**src/rtc_pkg.sv**
```systemverilog
// Constants for the contactless transmit CRC and status register slice.
// Shared by the slice top and its CRC byte engine; no other assumptions.

package rtc_pkg;

  // Register offsets as seen on the plain register port
  localparam logic [7:0] ADDR_STATUS = 8'h07;
  localparam logic [7:0] ADDR_CRC_CFG = 8'h12;
  localparam logic [7:0] ADDR_WAVE_CFG = 8'h16;

  // Status field positions
  localparam int ST_STATE_LSB = 0;
  localparam int ST_RX_ACTIVE = 3;
  localparam int ST_TX_ACTIVE = 4;
  localparam int ST_RX_ENABLE = 5;
  localparam int ST_CAUSE_LSB = 8;

  // CRC configuration field positions
  localparam int CC_ENABLE = 0;
  localparam int CC_INVERT = 1;
  localparam int CC_TYPE5 = 2;
  localparam int CC_SEL_LSB = 3;
  localparam int CC_SKIP = 6;
  localparam int CC_PRESET_LSB = 16;

  // Reset values and writable masks
  localparam logic [31:0] CRC_CFG_RESET = 32'h0000_0000;
  localparam logic [31:0] CRC_CFG_MASK = 32'hFFFF_007F;
  localparam logic [31:0] WAVE_CFG_RESET = 32'h0000_00FF;
  localparam logic [31:0] WAVE_CFG_MASK = 32'h01FF_FFFF;

  // Wave configuration field positions
  localparam int WV_CARRIER_LSB = 0;
  localparam int WV_MOD_LSB = 8;
  localparam int WV_CLK_CW_LSB = 16;
  localparam int WV_CLK_MOD_LSB = 19;
  localparam int WV_CLK_EDGE_LSB = 22;

  // Preset selector codes and values
  localparam logic [2:0] SEL_CUSTOM = 3'h7;
  localparam logic [15:0] PRESET_0 = 16'h0000;
  localparam logic [15:0] PRESET_1 = 16'h6363;
  localparam logic [15:0] PRESET_2 = 16'hA671;
  localparam logic [15:0] PRESET_3 = 16'hFFFF;
  localparam logic [15:0] PRESET_4 = 16'h0012;
  localparam logic [15:0] PRESET_5 = 16'hE012;

  // Reflected polynomials, bits shifted in least significant first
  localparam logic [15:0] CRC16_POLY_REFL = 16'h8408;
  localparam logic [4:0] CRC5_POLY_REFL = 5'h12;

  // Buffer depth
  localparam logic [1:0] BUF_DEPTH = 2'h2;

endpackage : rtc_pkg

```
**src/rtc_core.sv**
```systemverilog
// Contactless front-end register slice: status, transmit CRC appender
// and transmitter 1 reader-mode wave settings.
// Assumes sequencer and decoder status arrive from logic on core_clk_in.
// Operation
// - The 3-bit sequencer state reads 0 idle up to 6 echo, 7 reserved.
// - Bit 5 reads 1 once the receive decoder is enabled and ready.
// - Bit 4 reads 1 while the transmit encoder sends a frame.
// - Bit 3 reads 1 while the receive decoder receives a frame.
// - The field cause code reports codes 1 to 4, 5 to 7 reserved.
// - Preset selector codes 0 to 5 load their fixed preset values.
// - Selector code 7 loads the software preset from the upper half.
// - With the 5-bit type only the low byte of the preset is used.
// - Bit 2 picks a 16-bit CRC at 0 and a 5-bit CRC at 1.
// - Bit 1 sends the checksum inverted when set.
// - Bit 0 enables computing and appending the CRC to the frame.
// - Bit 6 leaves the first frame byte out of the CRC.
// - An 8-bit field sets the modulated wave amplitude.
// - An 8-bit field sets the carrier amplitude, reset to full.
// - Three 3-bit fields pick the clock mode for edge, modulated, carrier.
//
// The strobed register port is this design's own decision.

`timescale 1ns/10ps
`default_nettype none

module rtc_core (
  // Clock and reset
  input wire logic core_clk_in,
  input wire logic arst_n_in,
  // Register port
  input wire logic [7:0] addr_in,
  input wire logic [31:0] wdata_in,
  input wire logic wr_in,
  input wire logic rd_in,
  output logic [31:0] rdata_out,
  // Sequencer and decoder status
  input wire logic [2:0] seq_state_in,
  input wire logic rx_enable_in,
  input wire logic rx_active_in,
  input wire logic [2:0] field_cause_in,
  // Frame bytes from the send buffer
  input wire logic in_valid_in,
  input wire logic [7:0] in_data_in,
  input wire logic in_last_in,
  output logic in_ready_out,
  // Bytes to the transmit encoder
  output logic out_valid_out,
  output logic [7:0] out_data_out,
  output logic out_last_out,
  input wire logic out_ready_in,
  output logic tx_active_out,
  // Transmitter 1 reader-mode settings
  output logic [7:0] drv1_level_carrier_out,
  output logic [7:0] drv1_level_modulated_out,
  output logic [2:0] drv1_clkmode_carrier_out,
  output logic [2:0] drv1_clkmode_modulated_out,
  output logic [2:0] drv1_clkmode_edge_out
);

  typedef enum logic [3:0] {
    RTC_IDLE = 4'h1,
    RTC_DATA = 4'h2,
    RTC_CRC_LO = 4'h4,
    RTC_CRC_HI = 4'h8
  } rtc_state_e;

  rtc_state_e state;
  rtc_state_e next_state;
  logic [31:0] tx_crc_config;
  logic [31:0] tx1_reader_wave_config;
  logic [15:0] crc;
  logic [15:0] next_crc;

  // Configuration fields
  wire crc_enable = tx_crc_config[rtc_pkg::CC_ENABLE];
  wire crc_invert_out = tx_crc_config[rtc_pkg::CC_INVERT];
  wire crc_five = tx_crc_config[rtc_pkg::CC_TYPE5];
  wire crc_skip_first_byte = tx_crc_config[rtc_pkg::CC_SKIP];
  wire [2:0] preset_sel = tx_crc_config[rtc_pkg::CC_SEL_LSB +: 3];
  wire [15:0] preset_custom = tx_crc_config[rtc_pkg::CC_PRESET_LSB +: 16];

  // Register decode
  wire hit_status = addr_in == rtc_pkg::ADDR_STATUS;
  wire hit_crc_cfg = addr_in == rtc_pkg::ADDR_CRC_CFG;
  wire hit_wave_cfg = addr_in == rtc_pkg::ADDR_WAVE_CFG;
  wire wr_crc_cfg = wr_in && hit_crc_cfg;
  wire wr_wave_cfg = wr_in && hit_wave_cfg;

  // Software-written registers, reserved bits held at zero
  always_ff @(posedge core_clk_in or negedge arst_n_in) begin
    if (!arst_n_in) begin
      tx_crc_config <= rtc_pkg::CRC_CFG_RESET;
      tx1_reader_wave_config <= rtc_pkg::WAVE_CFG_RESET;
    end else begin
      if (wr_crc_cfg) begin
        tx_crc_config <= wdata_in & rtc_pkg::CRC_CFG_MASK;
      end
      if (wr_wave_cfg) begin
        tx1_reader_wave_config <= wdata_in & rtc_pkg::WAVE_CFG_MASK;
      end
    end
  end

  // Transmitter settings straight from the register flops
  assign drv1_level_carrier_out =
    tx1_reader_wave_config[rtc_pkg::WV_CARRIER_LSB +: 8];
  assign drv1_level_modulated_out =
    tx1_reader_wave_config[rtc_pkg::WV_MOD_LSB +: 8];
  assign drv1_clkmode_carrier_out =
    tx1_reader_wave_config[rtc_pkg::WV_CLK_CW_LSB +: 3];
  assign drv1_clkmode_modulated_out =
    tx1_reader_wave_config[rtc_pkg::WV_CLK_MOD_LSB +: 3];
  assign drv1_clkmode_edge_out =
    tx1_reader_wave_config[rtc_pkg::WV_CLK_EDGE_LSB +: 3];

  // Status word; inputs are same-clock logic, so no synchroniser
  wire [31:0] status_word = {21'h0,
    field_cause_in,
    2'h0,
    rx_enable_in,
    tx_active_out,
    rx_active_in,
    seq_state_in};

  // Read mux, unmapped offsets answer zero
  wire [31:0] read_mux =
    hit_status ? status_word :
    hit_crc_cfg ? tx_crc_config :
    hit_wave_cfg ? tx1_reader_wave_config : 32'h0;

  // Read data stands only in the cycle after the strobe
  always_ff @(posedge core_clk_in or negedge arst_n_in) begin
    if (!arst_n_in) begin
      rdata_out <= 32'h0;
    end else begin
      rdata_out <= rd_in ? read_mux : 32'h0;
    end
  end

  // Preset selection; the reserved code falls back to zero
  wire [15:0] preset_full =
    (preset_sel == rtc_pkg::SEL_CUSTOM) ? preset_custom :
    (preset_sel == 3'h1) ? rtc_pkg::PRESET_1 :
    (preset_sel == 3'h2) ? rtc_pkg::PRESET_2 :
    (preset_sel == 3'h3) ? rtc_pkg::PRESET_3 :
    (preset_sel == 3'h4) ? rtc_pkg::PRESET_4 :
    (preset_sel == 3'h5) ? rtc_pkg::PRESET_5 : rtc_pkg::PRESET_0;
  wire [15:0] init_val = crc_five ? {8'h00, preset_full[7:0]} : preset_full;

  // Two-entry buffer toward the encoder
  logic [8:0] buf_mem [0:1];
  logic buf_wr_ptr;
  logic buf_rd_ptr;
  logic [1:0] buf_count;
  wire buf_ready = buf_count != rtc_pkg::BUF_DEPTH;
  wire buf_pop = out_valid_out && out_ready_in;

  // Handshakes and state decode
  wire st_idle = state == RTC_IDLE;
  wire st_data = state == RTC_DATA;
  wire st_lo = state == RTC_CRC_LO;
  wire st_hi = state == RTC_CRC_HI;
  assign in_ready_out = buf_ready && (st_idle || st_data);
  wire take = in_valid_in && in_ready_out;
  wire push = take || (buf_ready && (st_lo || st_hi));
  wire tail_lo = st_lo && buf_ready;

  // Checksum bytes, inverted on request
  wire [7:0] inv_mask = {8{crc_invert_out}};
  wire [7:0] crc_lo_byte = crc_five ? {3'h0, crc[4:0] ^ inv_mask[4:0]}
                                    : crc[7:0] ^ inv_mask;
  wire [7:0] crc_hi_byte = crc[15:8] ^ inv_mask;
  wire [7:0] push_data = st_lo ? crc_lo_byte :
                         st_hi ? crc_hi_byte : in_data_in;
  wire push_last = st_hi || (st_lo && crc_five) ||
                   (in_last_in && !crc_enable);

  // CRC byte engine, started from the preset on the first byte
  logic [15:0] crc_step;
  rtc_crc_byte u_crc (
    .crc_in(st_idle ? init_val : crc),
    .data_in(in_data_in),
    .five_in(crc_five),
    .crc_out(crc_step)
  );

  // Next CRC value and frame sequence
  always_comb begin
    next_state = state;
    next_crc = crc;
    unique case (state)
      RTC_IDLE: begin
        next_crc = init_val;
        if (take) begin
          if (!crc_skip_first_byte) begin
            next_crc = crc_step;
          end
          next_state = !in_last_in ? RTC_DATA :
                       crc_enable ? RTC_CRC_LO : RTC_IDLE;
        end
      end
      RTC_DATA: begin
        if (take) begin
          next_crc = crc_step;
          if (in_last_in) begin
            next_state = crc_enable ? RTC_CRC_LO : RTC_IDLE;
          end
        end
      end
      RTC_CRC_LO: begin
        if (buf_ready) begin
          next_state = crc_five ? RTC_IDLE : RTC_CRC_HI;
        end
      end
      RTC_CRC_HI: begin
        if (buf_ready) begin
          next_state = RTC_IDLE;
        end
      end
      default: begin
        next_state = RTC_IDLE;
      end
    endcase
  end

  // Sequence and CRC register
  always_ff @(posedge core_clk_in or negedge arst_n_in) begin
    if (!arst_n_in) begin
      state <= RTC_IDLE;
      crc <= rtc_pkg::PRESET_0;
    end else begin
      state <= next_state;
      crc <= next_crc;
    end
  end

  // Buffer storage written at the write pointer
  always_ff @(posedge core_clk_in) begin
    if (push) begin
      buf_mem[buf_wr_ptr] <= {push_last, push_data};
    end
  end

  // Buffer pointers and fill count
  always_ff @(posedge core_clk_in or negedge arst_n_in) begin
    if (!arst_n_in) begin
      buf_wr_ptr <= 1'b0;
      buf_rd_ptr <= 1'b0;
      buf_count <= 2'h0;
    end else begin
      if (push) begin
        buf_wr_ptr <= !buf_wr_ptr;
      end
      if (buf_pop) begin
        buf_rd_ptr <= !buf_rd_ptr;
      end
      buf_count <= buf_count + {1'b0, push} - {1'b0, buf_pop};
    end
  end

  // Encoder side; data leaves straight from the buffer flops
  assign out_valid_out = buf_count != 2'h0;
  assign out_data_out = out_valid_out ? buf_mem[buf_rd_ptr][7:0] : 8'h00;
  assign out_last_out = out_valid_out && buf_mem[buf_rd_ptr][8];
  // Busy until the last queued byte has left for the encoder
  assign tx_active_out = !st_idle || out_valid_out;

  // Status read returns the sequencer state and flags
  chk_status_read: assert property (@(posedge core_clk_in) disable iff (!arst_n_in)
    rd_in && hit_status |=> rdata_out[2:0] == $past(seq_state_in) &&
      rdata_out[5] == $past(rx_enable_in) && rdata_out[3] == $past(rx_active_in))
    else $error("status read mismatch");

  chk_rx_enable_flag: assert property (@(posedge core_clk_in) disable iff (!arst_n_in)
    rd_in && hit_status && rx_enable_in |=> rdata_out[5])
    else $error("receive enable flag lost");

  chk_tx_busy_flag: assert property (@(posedge core_clk_in) disable iff (!arst_n_in)
    take && !in_last_in |=> tx_active_out [*2])
    else $error("transmit busy flag dropped during frame");

  // A last byte may leave one cycle later, so only the next cycle is owed
  chk_tx_busy_last: assert property (@(posedge core_clk_in) disable iff (!arst_n_in)
    take && in_last_in |=> tx_active_out)
    else $error("transmit busy flag dropped at frame end");

  chk_rx_active_flag: assert property (@(posedge core_clk_in) disable iff (!arst_n_in)
    rd_in && hit_status && !rx_active_in |=> !rdata_out[3])
    else $error("receive active flag set while idle");

  chk_cause_code: assert property (@(posedge core_clk_in) disable iff (!arst_n_in)
    rd_in && hit_status |=> rdata_out[10:8] == $past(field_cause_in))
    else $error("field cause code mismatch");

  chk_preset_hold: assert property (@(posedge core_clk_in) disable iff (!arst_n_in)
    st_idle && !take |=> crc == $past(init_val))
    else $error("idle register not at preset");

  chk_skip_first: assert property (@(posedge core_clk_in) disable iff (!arst_n_in)
    st_idle && take && crc_skip_first_byte |=> crc == $past(init_val))
    else $error("first byte entered the checksum");

  chk_crc_tail: assert property (@(posedge core_clk_in) disable iff (!arst_n_in)
    take && in_last_in |=> ($past(crc_enable) ? st_lo : st_idle))
    else $error("checksum tail not started as configured");

  chk_five_bit: assert property (@(posedge core_clk_in) disable iff (!arst_n_in)
    tail_lo && crc_five |-> push_last && push_data[7:5] == 3'h0 ##1 st_idle)
    else $error("short checksum not a single last byte");

  chk_invert: assert property (@(posedge core_clk_in) disable iff (!arst_n_in)
    tail_lo && !crc_five |-> push_data == (crc[7:0] ^ {8{crc_invert_out}}))
    else $error("checksum inversion wrong");

  chk_hi_last: assert property (@(posedge core_clk_in) disable iff (!arst_n_in)
    st_hi && buf_ready |-> push_last ##1 st_idle)
    else $error("long checksum high byte not last");

  chk_crc_off_last: assert property (@(posedge core_clk_in) disable iff (!arst_n_in)
    take && in_last_in && !crc_enable |-> push && push_last)
    else $error("frame without checksum not closed on its last byte");

  // Idle register against the preset chosen one cycle before
  chk_fixed_preset: assert property (@(posedge core_clk_in) disable iff (!arst_n_in)
    st_idle && !take && !crc_five && preset_sel == 3'h1 |=> crc == rtc_pkg::PRESET_1)
    else $error("fixed preset not loaded");

  chk_custom_preset: assert property (@(posedge core_clk_in) disable iff (!arst_n_in)
    st_idle && !take && !crc_five && preset_sel == rtc_pkg::SEL_CUSTOM |=>
      crc == $past(preset_custom))
    else $error("software preset not loaded");

  chk_short_preset: assert property (@(posedge core_clk_in) disable iff (!arst_n_in)
    st_idle && !take && crc_five |=> crc[15:8] == 8'h00)
    else $error("short type used more than the low preset byte");

  // Transmitter settings follow a register write on the next cycle
  chk_level_write: assert property (@(posedge core_clk_in) disable iff (!arst_n_in)
    wr_wave_cfg |=> drv1_level_modulated_out == $past(wdata_in[15:8]))
    else $error("modulated level not as written");

  chk_carrier_write: assert property (@(posedge core_clk_in) disable iff (!arst_n_in)
    wr_wave_cfg |=> drv1_level_carrier_out == $past(wdata_in[7:0]))
    else $error("carrier level not as written");

  chk_clkmode_write: assert property (@(posedge core_clk_in) disable iff (!arst_n_in)
    wr_wave_cfg |=> {drv1_clkmode_edge_out, drv1_clkmode_modulated_out,
      drv1_clkmode_carrier_out} == $past(wdata_in[24:16]))
    else $error("clock mode fields not as written");

endmodule : rtc_core

`default_nettype wire

```
**src/rtc_crc_byte.sv**
```systemverilog
// One byte step of the transmit CRC, 16-bit or 5-bit.
// Purely combinational; the caller holds the CRC register.

`timescale 1ns/10ps
`default_nettype none

module rtc_crc_byte (
  // Current register and byte
  input wire logic [15:0] crc_in,
  input wire logic [7:0] data_in,
  input wire logic five_in,
  // Updated register
  output logic [15:0] crc_out
);

  // Bits enter least significant first, one shift per bit
  always_comb begin
    logic [15:0] c16;
    logic [4:0] c5;
    logic fb16;
    logic fb5;
    c16 = crc_in;
    c5 = crc_in[4:0];
    fb16 = 1'b0;
    fb5 = 1'b0;
    for (int i = 0; i < 8; i++) begin
      fb16 = c16[0] ^ data_in[i];
      c16 = {1'b0, c16[15:1]};
      if (fb16) begin
        c16 = c16 ^ rtc_pkg::CRC16_POLY_REFL;
      end
      fb5 = c5[0] ^ data_in[i];
      c5 = {1'b0, c5[4:1]};
      if (fb5) begin
        c5 = c5 ^ rtc_pkg::CRC5_POLY_REFL;
      end
    end
    // Short type updates only the low 5 bits; bits 15:5 pass through unchanged
    crc_out = five_in ? {crc_in[15:8], crc_in[7:5], c5} : c16;
  end

endmodule : rtc_crc_byte

`default_nettype wire

```
**config.mk**
```make
export PLATFORM = sky130hd
export DESIGN_NAME = rtc_core
export DESIGN_NICKNAME = d
export VERILOG_FILES = /design/src/rtc_pkg.sv /design/src/rtc_core.sv /design/src/rtc_crc_byte.sv
export SDC_FILE = /design/constraint.sdc
export NUM_CORES = 1
export LEC_CHECK = 0
export BUFFER_PORTS_ARGS = -buffer_cell sky130_fd_sc_hd__buf_2
export CORE_MARGIN = 4
export CORE_UTILIZATION = 50
export DETAILED_ROUTE_END_ITERATION = 8
export PLACE_DENSITY = 0.72
export SLEW_MARGIN = 20
export SYNTH_ARGS = -nofsm -noshare
export SYNTH_HDL_FRONTEND = slang
export SYNTH_SLANG_ARGS = --single-unit
```
**constraint.sdc**
```tcl
create_clock -name core_clk_in -period 2.95 [get_ports core_clk_in]
set_input_delay 0.59 -clock core_clk_in [delete_from_list [all_inputs] [get_ports core_clk_in]]
set_output_delay 0.59 -clock core_clk_in [all_outputs]
set_load 0.02 [all_outputs]
```
==> reports/metrics.yaml <==
status: "complete, no violations"
track_usage_pct: 24.2
power_frac_clock_pct: 29.6
htreeDepth: 4
core_area_sq_um: 12200
io_buffers: 131
num_rows: 40
syn_area_sq_um: 6330
drive_gt1_share_pct: 35.4
io_pins: 132
initial_utilization_pct: 51.8
cts_tree: "done"
nets: 778
root_buffer: "clkbuf_16"
startpoint_type: "register"
p_int_uw: 4140
dieHeight_um: 121
firstDrtPassIters: 5
slew_headroom_pct: 56.1
min_period_over_period_pct: 92.0
cts_made_buffers: 17
synth-simple-area-share_pct: 14.3
gp_congestion: 0.894
ys_ff_latch: 122
area_growth_pct: 23.0
cp_max_fo: 9
grt-ovfl-total: 0
post_cts_resized: 0
worstPathArrival_ps: 3010
finalSetupTns_ps: 0
cts.sinks: 122
synthCells: 575
post-route-drc-count: 0
synth_area_per_cell_sq_um: 11.0
p_sw_uw: 2390
synth_compound_area_share_pct: 15.3
end_kind: "register"
final.min_clock_period_ps: 2710
hold_buffers: 0
clock_path_buffers: 2
required_ps: 3240
tightest_slew_ps: 656
synth_top_family_by_area: "compound AO/OA/AOI/OAI gates"
synth_flop_cell: "dfrtp_1"
grt_max_degree: 68
pwr-share-comb_pct: 37.0
synth_warnings: 0
synth-seq-area-share_pct: 49.8
insertion_delay_ps: 420
antenna_left: 0
synth_enable_flop_cells: 18
grt_pass1_vias: 5231
ir_worst_vdd_v: 0.000400
switching_share_pct: 36.6
die_w_um: 121
clk_pin_slew_worst_paths_ps: 60
max_freq_mhz: 369
postLayoutCoreUtil_pct: 63.7
criticalPathCategory: "register to register"
synth_fa_ha_area_share_pct: 0.395
diodes: 0
syn_nets: 640
routed_via_density: 5.64
wirelength_um: 16700
slew_viol_final: 0
yosysUniqueCellTypes: 71
yosys.area_share.xor_xnor_pct: 5.53
startpoint: "state[0]$_DFFE_PN1P_"
maxCapViolCount: 0
cts_setup_buffers: 0
r2r-start: "state[0]$_DFFE_PN1P_"
grt_pass1_wl_um: 27300
dp_hpwl_um: 12600
power.density_nw_per_um2: 838
fillers: 1028
final-setup-viol-count: 0
synth.mux.area_fraction_pct: 11.5
vias: 5038
p_seq_share_pct: 33.4
die_area_sq_um: 14500
drt_iter0_drc: 299
avgRoutedWirePerCell_um: 18.7
skew_ps: 6.41
synthArstFlopShare_pct: 85.2
antenna_found_initial: 0
grt_setup_unrepaired: "no"
p_leak_uw: 0.00371
finalHoldViolCount: 0
hold_path_class: "input port to asynchronous set/reset pin"
critical path, cell delays in order (launching register included):
cell     delay, ps
dfstp_2        590
or4b_1         630
and2_2         290
o22ai_1        260
and2_4         230
xnor3_1        370
mux2i_1        140
a21oi_1         80
logic make-up after synthesis:
family / Yosys count
AOI/OAI and AO/OA: 137
DFF: 122
muxes: 67
buffers and inverters: 44
xor gates and xnor gates: 30
and+or+nand+nor: 173
adders and majority gates: 2
stage by stage:
| stage | instance area (sq um) | total power, uW | std cells | hold slack, ps | worst slack [ps] |
|---|---|---|---|---|---|
| 2_1_floorplan | 6330 | 3870 | 575 | 294 | 443 |
| 3_3_place_gp | 7230 | 4590 | 862 | 473 | 315 |
| 3_5_place_dp | 7230 | 4610 | 862 | 481 | 283 |
| 4_1_cts | 7780 | 6560 | 894 | 162 | 213 |
| 5_1_grt | 7780 | 6890 | 894 | 190 | 127 |
| 6_report | 7780 | 6530 | 894 | 149 | 237 |
sequential cells by signal, indices dropped and copies added, names as in the netlist:
name,flops
buf_count,2
buf_mem,18
buf_rd_ptr,1
buf_wr_ptr,1
crc,16
rdata_out,32
state,4
tx1_reader_wave_config,25
tx_crc_config,23
cell usage in the layout, fill, tap and decap left out, types with 4 or more instances in the layout:
master	n
a21o_1	6
mux2_2	48
dfstp_2	9
xnor2_1	14
xor2_1	10
a22o_1	7
o22ai_1	8
inv_1	12
edfxtp_1	18
nor3_1	6
buf_2	130
a222oi_1	6
xnor3_1	5
a21oi_1	34
clkbuf_16	17
a31oi_1	4
nor2b_1	21
mux2i_1	19
o21ai_0	16
clkinv_2	4
a221o_1	5
nand2_1	34
clkinvlp_4	4
a22oi_1	21
buf_4	19
nor2_1	54
and2_1	16
nand2b_1	12
dfrtp_1	95
synthesized netlist by cell type (4+ instances only):
master	instances	area share [%]
dfrtp_1	95	38
nor2_1	54	3.2
mux2_2	48	8.5
a21oi_1	34	2.7
nand2_1	34	2.0
clkbuf_1	22	1.3
a22oi_1	21	2.5
nor2b_1	21	2.1
mux2i_1	19	3.0
edfxtp_1	18	8.5
and2_1	16	1.6
o21ai_0	16	1.3
xnor2_1	14	1.9
inv_1	12	0.71
nand2b_1	12	1.2
xor2_1	10	1.4
dfstp_2	9	3.7
o22ai_1	8	0.79
a22o_1	7	0.97
a21o_1	6	0.71
a222oi_1	6	0.95
nor3_1	6	0.47
a221o_1	5	0.79
xnor3_1	5	1.8
a31oi_1	4	0.40
buf_1	4	0.24
cell type report:
class	instances	area (sq um)	share of cell area, %
clock buffer	17	425	5.47
clock inverter	15	125	1.61
inverter	12	45.0	0.579
multi-input combinational	409	2990	38.4
sequential	122	3150	40.5
tap	168	210	2.70
timing repair buffer	151	833	10.7
power groups by stage:
stage	Combinational, uW	Clock, uW	Sequential, uW
after global routing	2640	2050	2210
final	2410	1930	2180
after floorplan	1760	0	2110
after CTS	2420	1960	2180
after detailed placement	2410	0	2210
after global placement	2400	0	2190
worst paths after layout:
path | end | cells after the start | slack [ps]
setup / recovery | crc[3]$_DFFE_PN0P_ | 7 | 240
hold / removal | buf_rd_ptr$_DFFE_PN0P_ | 1 | 150
setup reg to reg | crc[3]$_DFFE_PN0P_ | 7 | 240
hold reg to reg | buf_wr_ptr$_DFFE_PN0N_ | 1 | 500
max in group asynchronous | tx1_reader_wave_config[6]$_DFFE_PN1P_ | 2 | 2040
min in group core_clk_in | tx1_reader_wave_config[13]$_DFFE_PN0P_ | 2 | 400
routing by layer:
| metal | vias up | part of all wire, % | routed length, um | global-route usage (%) |
|---|---|---|---|---|
| met4 | 0 | 2.4 | 397 | 8.85 |
| met5 | - | 0 | 0 | 0 |
| met2 | 177 | 49 | 8150 | 40.1 |
| met1 | 2449 | 42 | 6950 | 30.0 |
| met3 | 36 | 7.2 | 1200 | 7.11 |
| li1 | 2376 | - | - | - |
Note: power is estimated with default switching activity, not from simulation.
